**src/core/bie_pkg.sv**
```systemverilog
// Summary of operation
// RULE1: Loop-code enable low blocks loop-code interrupts.
// RULE2: Loop-code interrupt needs block and source enable.
// RULE3: Bit 5 gates the recovered-clock-loss interrupt.
// RULE4: Bit 4 gates the one-second interrupt.
// RULE5: Data-link enable low blocks data-link interrupts.
// RULE6: Data-link interrupt needs block and source enable.
// RULE7: Source status read clears block pending bit.
// RULE8: Enables reset to zero; bit 7 reserved.
`default_nettype none
package bie_pkg;

   // Register indices; byte address is four times the index
   localparam logic [15:0] BIE_IDX_STATUS = 16'h0B00;   // Block pending status
   localparam logic [15:0] BIE_IDX_ENABLE = 16'h0B01;   // Block interrupt enable
   localparam logic [17:0] BIE_ADR_STATUS = {BIE_IDX_STATUS, 2'b00};
   localparam logic [17:0] BIE_ADR_ENABLE = {BIE_IDX_ENABLE, 2'b00};

   // Field positions shared by both registers
   localparam int BIE_BIT_RSVD   = 7;   // Reserved in this mode
   localparam int BIE_BIT_LOOP   = 6;   // Loop-code group
   localparam int BIE_BIT_CLKLOS = 5;   // Recovered clock loss
   localparam int BIE_BIT_ONESEC = 4;   // One-second tick
   localparam int BIE_BIT_LINK   = 3;   // Data-link group
   localparam int BIE_NFLAG      = 4;   // Flags live in bits 6..3
   localparam int BIE_LSB        = 3;

   // Writable enable bits and read-clear status bits
   localparam logic [7:0] BIE_EN_WMASK  = 8'h78;
   localparam logic [7:0] BIE_RC_MASK   = 8'h30;
   localparam logic [7:0] BIE_EN_RESET  = 8'h00;
   localparam logic [7:0] BIE_ST_RESET  = 8'h00;

   // Interrupt path latency from event input to irq, in clock edges
   localparam int BIE_IRQ_LAT = 2;

   // Classic Wishbone request bundle
   typedef struct packed {
      logic        cyc;
      logic        stb;
      logic        we;
      logic [17:0] adr;
      logic [3:0]  sel;
      logic [31:0] dat;
   } bie_wbreq_t;

   // Event inputs from the framer blocks
   typedef struct packed {
      logic loopReq;      // Loop-code request, already source-enabled
      logic loopRead;     // Loop-code source status was read
      logic clkLossEvt;   // Recovered clock loss event pulse
      logic oneSecEvt;    // One-second tick pulse
      logic linkReq;      // Data-link request, already source-enabled
      logic linkRead;     // Data-link source status was read
   } bie_evt_t;

endpackage : bie_pkg
`default_nettype wire

```
**src/core/bie_flag.sv**
```systemverilog
`timescale 1ns/1ps
`default_nettype none
// Sticky pending flags; a set in the clear cycle wins
module bie_flag
   import bie_pkg::*;
(
   // Clock and reset
   input  wire logic                 clk_sys,
   input  wire logic                 rstn,
   // Set and clear strobes per flag
   input  wire logic [BIE_NFLAG-1:0] setIn,
   input  wire logic [BIE_NFLAG-1:0] clrIn,
   // Flag state
   output var  logic [BIE_NFLAG-1:0] flagQ
);

   genvar g;

   // One flop per flag
   generate
      for (g = 0; g < BIE_NFLAG; g++) begin : gFlag
         logic flagD;   // Next value
         assign flagD = setIn[g] | (flagQ[g] & ~clrIn[g]);
         always_ff @(posedge clk_sys or negedge rstn) begin
            if (!rstn) begin
               flagQ[g] <= 1'b0;
            end else begin
               flagQ[g] <= flagD;
            end
         end
      end
   endgenerate

endmodule : bie_flag
`default_nettype wire

```
**src/core/bie_top.sv**
```systemverilog
`timescale 1ns/1ps
`default_nettype none
// Block interrupt enable, upper half, with its pending status and interrupt pin
module bie_top
   import bie_pkg::*;
(
   // Clock and reset
   input  wire logic        clk_sys,
   input  wire logic        rstn,
   // Wishbone slave
   input  wire bie_wbreq_t  wbReq,
   output var  logic        wbAck,
   output var  logic [31:0] wbDatOut,
   // Framer block events
   input  wire bie_evt_t    evt,
   // Interrupt pin, active high level
   output var  logic        irq
);

   // Bus state
   logic        ackQ;        // Registered acknowledge
   logic [31:0] datQ;        // Registered read data
   logic [7:0]  enQ;         // Enable register
   logic [7:0]  enD;         // Enable next value
   logic        irqQ;        // Registered interrupt
   logic        irqD;

   // Decode
   wire         busReq   = wbReq.cyc & wbReq.stb & ~ackQ;
   wire         hitStat  = wbReq.adr == BIE_ADR_STATUS;
   wire         hitEn    = wbReq.adr == BIE_ADR_ENABLE;
   wire         wrEn     = busReq & wbReq.we & hitEn & wbReq.sel[0];
   wire         rdStat   = busReq & ~wbReq.we & hitStat;

   // Pending status bits 6..3
   logic [BIE_NFLAG-1:0] flagQ;
   logic [BIE_NFLAG-1:0] flagSet;
   logic [BIE_NFLAG-1:0] flagClr;
   wire  [7:0]           statQ = {1'b0, flagQ, 3'b000};

   // Loop-code and data-link pending are set by their source requests;
   // the clock-loss and one-second bits are events latched here
   assign flagSet = {evt.loopReq, evt.clkLossEvt, evt.oneSecEvt, evt.linkReq};
   // Group bits clear only when the source status is read
   assign flagClr = {evt.loopRead,                                  // RULE7
                     rdStat, rdStat,
                     evt.linkRead};                                 // RULE7

   bie_flag uFlag (
      .clk_sys (clk_sys),
      .rstn    (rstn),
      .setIn   (flagSet),
      .clrIn   (flagClr),
      .flagQ   (flagQ)
   );

   // Reserved bit 7 and bits 2..0 never store a write
   assign enD = wrEn ? (wbReq.dat[7:0] & BIE_EN_WMASK) : enQ;       // RULE8

   // Block gate and source gate both apply; the request inputs arrive
   // already qualified by their source-level enables
   wire gateLoop = flagQ[BIE_BIT_LOOP-BIE_LSB] & enQ[BIE_BIT_LOOP];      // RULE1 RULE2
   wire gateClk  = flagQ[BIE_BIT_CLKLOS-BIE_LSB] & enQ[BIE_BIT_CLKLOS];  // RULE3
   wire gateSec  = flagQ[BIE_BIT_ONESEC-BIE_LSB] & enQ[BIE_BIT_ONESEC];  // RULE4
   wire gateLink = flagQ[BIE_BIT_LINK-BIE_LSB] & enQ[BIE_BIT_LINK];      // RULE5 RULE6
   assign irqD = gateLoop | gateClk | gateSec | gateLink;

   // Read mux; unmapped addresses read zero
   wire [31:0] rdMux = hitEn   ? {24'h000000, enQ}   :
                       hitStat ? {24'h000000, statQ} : 32'h0000_0000;

   // Enable register, zero from reset
   always_ff @(posedge clk_sys or negedge rstn) begin
      if (!rstn) begin
         enQ <= BIE_EN_RESET;                                        // RULE8
      end else begin
         enQ <= enD;
      end
   end

   // Acknowledge one cycle after the request, dropped the next cycle
   always_ff @(posedge clk_sys or negedge rstn) begin
      if (!rstn) begin
         ackQ <= 1'b0;
         datQ <= 32'h0000_0000;
      end else begin
         ackQ <= busReq;
         // Status snapshot is taken before its read-clear lands
         datQ <= busReq ? rdMux : 32'h0000_0000;
      end
   end

   // Interrupt pin from a flop, so it lags the pending bit one cycle
   always_ff @(posedge clk_sys or negedge rstn) begin
      if (!rstn) begin
         irqQ <= 1'b0;
      end else begin
         irqQ <= irqD;
      end
   end

   // Outputs
   assign wbAck    = ackQ;
   assign wbDatOut = datQ;
   assign irq      = irqQ;

   // Helpers for checks
   wire quiet = !rdStat && !evt.loopRead && !evt.linkRead && !wrEn;
endmodule : bie_top
`default_nettype wire

```
**config.mk**
```make
export PLATFORM = sky130hd
export DESIGN_NAME = bie_top
export DESIGN_NICKNAME = d
export VERILOG_FILES = /design/src/core/bie_pkg.sv /design/src/core/bie_flag.sv /design/src/core/bie_top.sv
export SDC_FILE = /design/constraint.sdc
export NUM_CORES = 1
export LEC_CHECK = 0
export BUFFER_PORTS_ARGS = -buffer_cell sky130_fd_sc_hd__clkbuf_2
export CORE_MARGIN = 2
export CORE_UTILIZATION = 25
export DETAILED_ROUTE_END_ITERATION = 10
export SYNTH_ARGS = -nofsm -noshare
export SYNTH_HDL_FRONTEND = slang
export SYNTH_SLANG_ARGS = --single-unit
```
**constraint.sdc**
```tcl
create_clock -name clk_sys -period 1.6 [get_ports clk_sys]
set_clock_uncertainty 0.05 [all_clocks]
set_input_delay 0.08 -clock clk_sys [delete_from_list [all_inputs] [get_ports clk_sys]]
set_output_delay 0.08 -clock clk_sys [all_outputs]
set_load 0.02 [all_outputs]
```
* After elaboration in Yosys (flattened, before gate mapping) *
Index checks and enable logic that the tools add are counted.

word-level totals
  bits in registers = 17
  input port bits = 65
  output and inout port bits = 34
  word-level logic and storage cells = 40

cells by class
  equality and inequality tests = 2
  multiplexer cells = 3
  bitwise operators = 27

operator list
  operator                number
  $eq A18 B14 Y1 const B  2
  $mux W7                 3
  $and A1 B1 Y1           15
  $or A1 B1 Y1            7
  $not A1 Y1              5

* Logic depth before layout (Yosys ltp) *
Gate-level depths: netlist of run 1.

  word-level depth = 7
  depth in mapped cells = 4
  depth with buffers taken out = 4

* By module *
From an unflattened synthesis of run 1, not the netlist that was laid out.

unflattened totals
  cell total of the unflattened synthesis = 79
  area, all modules = 819.5 µm²

by module, submodules not included
  module    times used  cells each  area an instance (µm²)  sequential area each (µm²)
  bie_top   1           67          674.4                   250.2
  bie_flag  1           12          145.1                   100.1

* Worst setup path after synthesis of run 1 *
Ideal clock, no wire load.

  path kind = reg-to-reg
  start point = register ackQ, in the netlist wbAck
  end point = register enQ[3]
  setup time = 125 ps
  arrival = 1421 ps
  data required time = 1425 ps
  path slack = 4 ps
  stages on the path, launching flop included = 5
  buffers on the path = 0
  period minus slack after synthesis = 1596 ps
  cells stage by stage = dfrtp_1 and3b_1 nand4_1 nor3_2 mux2_2

between the ends
  word-level cells in the longest chain between the ends = 5

ends and longest elaborated chain
  element                      line           source
  start, declared              bie_top.sv:21  logic ackQ;
  start signal, assigned       bie_top.sv:87  ackQ <= busReq;
  $not A1 Y1                   bie_top.sv:29  wire busReq = wbReq.cyc & wbReq.stb & ~ackQ;
  $and A1 B1 Y1                bie_top.sv:29
  via busReq                   bie_top.sv:29
  $and A1 B1 Y1 (3 in series)  bie_top.sv:32  wire wrEn = busReq & wbReq.we & hitEn & wbReq.sel[0];
  end signal, assigned         bie_top.sv:77  enQ <= enD;
  end, declared                bie_top.sv:23  logic [7:0] enQ;

The timed path passes the listed nets, and every way through them passes these cells.
A chain may end at the register's enable or synchronous reset.

* Worst setup path in the final report of run 1 *
  start point = register ackQ, in the netlist wbAck
  end point = register uFlag.flagQ[1]

between the ends
  word-level cells in the longest chain between the ends = 7

ends and longest elaborated chain
  element                        line            source
  $not A1 Y1                     bie_top.sv:29
  $and A1 B1 Y1                  bie_top.sv:29
  via busReq                     bie_top.sv:29
  $and A1 B1 Y1 (2 in series)    bie_top.sv:33   wire rdStat = busReq & ~wbReq.we & hitStat;
  $not A1 Y1                     bie_flag.sv:23  assign flagD = setIn[g] | (flagQ[g] & ~clrIn[g]);
  $and A1 B1 Y1                  bie_flag.sv:23
  $or A1 B1 Y1                   bie_flag.sv:23
  via uFlag.gFlag[1].flagD       bie_flag.sv:22  logic flagD;
  end signal, assigned by index  bie_flag.sv:28  flagQ[g] <= flagD;
  end, declared                  bie_flag.sv:14  output var logic [BIE_NFLAG-1:0] flagQ

The timed path passes the listed nets, and every way through them passes these cells.

==> impl_results.md, run 1 <==
* Post-synth ARST share at 1.00
* Final hold violations at 0
* YS warnings at 0
* Post-synth top area cell: dfrtp_1
* Dominant cells by area after synthesis: dfrtp_1 43%, buf_4 26%, mux2_2 5.5%
* Synthesis-stage register bit count at 14
* Post-synthesis sequential area ratio at 0.430
* Gr usage total at 0.0869
* CTS H-Tree Depth at 1
* Startpoint Class: flop
* IO buf count at 39
* Fin crit share at 0.982
* Clk_lat worst skew at 280 ps
* Unrepaired setup endpoints after global routing: true
* Number of global-route vias before repair at 608
* Layout cell share with drive strength beyond 1 at 0.408
* Status: complete, no violations
* Via density at 3.67
* DR WL/cell at 9.67 um
* Final min period at 1570 ps
* DRC errors left at 0
* Layout area overhead at 38.1%
* Grt ovf at 0
* LEAKAGE at 0.000611 uW
* Power density over cell area at 678 nW/um^2
* Total number of vias at 638
* TritonCTS Buffers at 3
* First-pass GRT wire length at 2390 um
* I/O pins at 99
* Setup TNS at 0 ps
* Highest clock rate at 636 MHz
* Peak VDD IR at 0.000424 V
* Worst-path fanout max at 3
* GPL Wtd Cong at 0.765
* DRT antenna net count at 0
* Cell Area, Synth at 815 um^2
* Starting DRC count in detailed routing at 2
* Number of synthesized flops with an enable pin at 0
* Chip Width at 61.1 um
* Hold WC Path Type: primary input to flop
* Crit Path Class: flop to flop
* Die height at 61.1 um
* Antenna cells at 0
* Total Power at 763 uW
* Post-synth top area share at 0.430
* Top_reg_cell synth: dfrtp_1
* Initial Util at 0.265
* Final wirelength at 1680 um
* HPWL Detailed at 1370 um
* TritonCTS clock tree: yes
* Clock Path Buffers at 2
* Final core occ at 0.365
* Synthesized area per cell at 10.6 um^2
* Area post-placement at 960 um^2
* CORE AREA at 3080 um^2
* Die area at 3730 um^2
* Clock Pin Slew Worst Setup and Hold Paths at 90 ps
* Crit. End Element: flop
* Post-Syn Instances at 77
* # nets final at 196
* Largest net degree at the start of global routing at 15
* Most instantiated library cell after synthesis: buf_4
* Netlist cell types at 20
* Clock root cell: clkbuf_4
* Worst path arrival time at 1690 ps
* Worst EP required at 1720 ps
* Slew Viols, Final at 0
* Commonest cells in the synthesized netlist: 28 x buf_4, 14 x dfrtp_1, 6 x nor2_1
* Final setup viols at 0
* Row count at 20
* Hold slack at 42.1 ps
* Total clock sinks at 14
* Max-cap viol count at 0
* Number of antenna violations at the first check in global routing at 0
* Initial DRT Pass Iterations at 2
* Post-route cell area at 1120 um^2
[report_power, final]
| part | switching [uW] | leakage (uW) | internal [uW] |
|---|---|---|---|
| combinational | 92.1 | 0.000412 | 58.3 |
| sequential | 3.78 | 0.000178 | 358 |
| clock | 112 | 0.0000210 | 138 |
| total | 208 | 0.000611 | 555 |
[critical path, stage by stage (launching register included)]
cell     delay [ps]
dfrtp_1         380
and3b_1         240
nand4_1         140
or4_4           460
a21o_1          190
[final timing paths]
path | start | slack, ps | to | depth (start not counted)
worst max-delay path | wbAck | 30 | uFlag.flagQ[1] | 4
worst min-delay path | wbReq[55] | 40 | wbAck | 2
worst max register to register | wbAck | 30 | uFlag.flagQ[1] | 4
worst min register to register | uFlag.flagQ[1] | 460 | uFlag.flagQ[1] | 1
max in group asynchronous | rstn | 1060 | uFlag.flagQ[3] | 2
min in group asynchronous | rstn | 180 | wbDatOut[4] | 2
[state kept, by name, indices dropped and copies added (netlist names)]
register,count
wbDatOut,4
enQ,4
uFlag.flagQ,4
wbAck,1
irq,1
[final cells by class]
cell class	instances	area [um^2]
tap	44	55.1
timing repair buffer	51	313
inverter	2	7.51
fill	315	1950
sequential	14	350
multi-input combinational	59	363
clock buffer	4	36.3
[logic make-up (layout without fill, tap and decap cells)]
| group | Yosys count | after routing | share of synthesized area |
|---|---|---|---|
| multiplexers | 8 | 8 | 0.104 |
| other | 1 | 28 | 0.00460 |
| AND/OR/NAND/NOR | 17 | 17 | 0.134 |
| buffers and inverters | 31 | 57 | 0.272 |
| AO/OA/AOI/OAI | 6 | 6 | 0.0553 |
| flip-flops | 14 | 14 | 0.430 |
[repair_timing]
action	in CTS	in global routing
endpoints found under the hold margin	22	0
setup endpoints to repair	3	6
hold buffers	11	0
pin swaps	1	1
gates resized for setup	1	4
buffers inserted	0	0
[cells in the final DEF (no fill, tap or decap), drive strengths merged]
cell type / count
dlygate4sd3: 11
dfrtp: 14
a22oi: 2
nand3: 1
clkbuf: 43
mux2: 4
or2: 1
nor2: 6
mux2i: 4
or4: 1
conb: 28
nor4b: 1
nand4: 2
inv: 2
buf: 1
a21o: 4
nor4: 1
nand2: 1
and3b: 1
nor3: 2
[through the flow]
step,cells,setup WS [ps]
after floorplan,104,4.27
after global placement,159,40.3
after detailed placement,159,12.3
after CTS,174,16.5
after global routing,174,-39.6
final,174,28.6
[layer usage]
metal  GRT usage  share of wire  up-vias
met5           0              0        -
met4     0.00932          0.011        0
met3      0.0420          0.089        2
met2       0.172           0.54       37
met1      0.0825           0.36      290
li1            -              -      309
Note: power is estimated with default switching activity, not from simulation.
==> run 2, diff against run 1 <==
- CORE_MARGIN: 2 -> 1.5
==> impl_results.md, run 2 (synthesized netlist as in run 1, its figures left out) <==
* Status: complete, no violations
* TritonCTS Buffers at 3 (unchanged)
* Crit. path cell count at 4 (unchanged)
* HPWL Detailed at 1310 um (-4.2%)
* Slew Viols, Final at 0 (unchanged)
* Crit. End Element: flop
* Fin crit share at 0.965 (-0.0170)
* Number of global-route vias before repair at 590 (-3.0%)
* Worst slack, placed at 19.1 ps (+6.76 ps)
* Worst path arrival time at 1660 ps (-30 ps)
* Int Pwr at 503 uW (-9.3%)
* Die area at 3610 um^2 (-3.2%)
* DR WL/cell at 8.86 um (-8.4%)
* Unrepaired setup endpoints after global routing: true
* PnR worst setup slack at 55.8 ps (+27.2 ps)
* Worst EP required at 1710 ps (about the same)
* Most frequent cells in the layout: 39 x clkbuf_2, 28 x conb_1, 14 x dfrtp_1, 11 x dlygate4sd3_1, 6 x nor2_1
* TritonCTS clock tree: yes
* Slowest stage delay, CP at 450 ps (about the same)
* IO buf count at 39 (unchanged)
* Via density at 3.69 (+0.74%)
* Layout area overhead at 36.4%
* Critical path's top delay family: simple AND/OR/NAND/NOR gates
* Final wirelength at 1530 um (-9.0%)
* CTS H-Tree Depth at 1 (unchanged)
* DRT antenna net count at 0 (unchanged)
* Die height at 60.1 um (-1.6%)
* Worst path cell trace: and3b_1 -> nand4_1 -> or4_4 -> a21o_1
* Crit Path Class: flop to flop
* Setup bufs post-CTS at 0 (unchanged)
* Power density over cell area at 627 nW/um^2 (-7.5%)
* Post-route insts no fill at 173 (-0.57%)
* # nets final at 196 (unchanged)
* Filler cells at 318 (+0.95%)
* Combinational Power Share at 0.214 (+0.017)
* Max-cap viol count at 0 (unchanged)
* Row count at 20 (unchanged)
* DRC errors left at 0 (unchanged)
* Grt ovf at 0 (unchanged)
* Layout cell share with drive strength beyond 1 at 0.403 (-0.00459)
* Largest net degree at the start of global routing at 15 (unchanged)
* Initial Util at 0.265 (unchanged)
* Antenna cells at 0 (unchanged)
* Total number of vias at 639 (+0.16%)
* Worst-path fanout max at 3 (unchanged)
* Switching Power at 193 uW (-7.0%)
* Final min period at 1540 ps (-27.2 ps)
* Clock Pin Slew Worst Setup and Hold Paths at 70 ps (-20 ps)
* Final hold violations at 0 (unchanged)
* R2R depth at 4 (unchanged)
* Initial DRT Pass Iterations at 3 (+1)
* Starting DRC count in detailed routing at 6 (+4)
* Clock Power Share at 0.267 (-0.061)
* Chip Width at 60.1 um (-1.6%)
* First-pass GRT wire length at 2360 um (-1.5%)
* Worst hold stages at 2 (unchanged)
* Buf+Inv Stages, Crit Path at 0 (unchanged)
* Clk_lat worst skew at 270 ps (about the same)
* Gr usage total at 0.0879 (+0.00105)
* Final setup viols at 0 (unchanged)
* Register Area at 350 um^2 (unchanged)
* Dpl cells at 159 (unchanged)
* Multi-input gate area at 363 um^2 (unchanged)
* CORE AREA at 3080 um^2 (unchanged)
* LEAKAGE at 0.000604 uW (-1.2%)
* Peak VDD IR at 0.000286 V (-33%)
* Startpoint Class: flop
* Clock root cell: clkbuf_4
* Flop pwr share at 0.519 (+0.044)
* Commonest non-fill, non-tap cell in the layout: clkbuf_2
* CP max stage cell: or4_4
* Hold WC Path Type: primary input to flop
* GPL Wtd Cong at 0.793 (+3.6%)
* Highest clock rate at 648 MHz (+1.8%)
* I/O pins at 99 (unchanged)
* Total clock sinks at 14 (unchanged)
* Net switching fraction of the power at 0.277 (+0.00483)
* Clock Path Buffers at 2 (unchanged)
* Final core occ at 0.361 (-0.00447)
* Number of antenna violations at the first check in global routing at 0 (unchanged)
[run 2: cell count changes in the layout (fill, tap and decap cells not counted)]
cell,previous run,this run
clkbuf_8,1,0
[run 2: final timing paths]
check                               start        endpoint  slack [ps]
max                                 wbAck  uFlag.flagQ[2]          60
min                             wbReq[55]           wbAck          40
max reg2reg                         wbAck  uFlag.flagQ[2]          60
min reg2reg                uFlag.flagQ[1]  uFlag.flagQ[1]         470
max in group asynchronous            rstn          enQ[6]        1030
min in group asynchronous            rstn     wbDatOut[5]         200
[run 2: power groups by stage]
| stage | sequential [uW] | clock (uW) | combinational (uW) |
|---|---|---|---|
| after detailed placement | 369 | 0 | 126 |
| after global placement | 369 | 0 | 124 |
| final | 362 | 186 | 149 |
| after floorplan | 370 | 0 | 127 |
| after global routing | 363 | 219 | 164 |
| after CTS | 362 | 201 | 149 |
[run 2: per-stage QoR]
stage	instance area (um^2)	hold WS (ps)	TNS, ps	total power [uW]
6_report	1110	43.9	0	697
5_1_grt	1110	36.4	-53.6	745
4_1_cts	1090	42.9	0	711
3_5_place_dp	960	-42.6	0	495
3_3_place_gp	960	-58.7	0	493
2_1_floorplan	916	-266	0	497
[run 2: worst reg2reg max path, delay by kind of cell (launching register included)]
| family | cells | cell delay [ps] |
|---|---|---|
| and+or+nand+nor | 3 | 820 |
| DFF | 1 | 370 |
| AOI/OAI and AO/OA | 1 | 190 |
[run 2: what timing repair did]
action                                  4_1_cts  5_1_grt
endpoints found under the setup margin        0        6
endpoints found under the hold margin        22        0
hold buffers                                 11        0
resized for setup                             0        5
[run 2: layer usage]
| metal | global-route usage | vias up | share of wire |
|---|---|---|---|
| li1 | - | 308 | - |
| met1 | 0.0847 | 296 | 0.39 |
| met2 | 0.169 | 35 | 0.53 |
| met3 | 0.0390 | 0 | 0.078 |
| met4 | 0.0190 | 0 | 0 |
| met5 | 0 | - | 0 |
[run 2: cell type report]
type                       instances  share of cell area
multi-input combinational         59               0.327
sequential                        14               0.315
timing repair buffer              51               0.282
tap                               44              0.0495
clock buffer                       3              0.0203
inverter                           2             0.00676
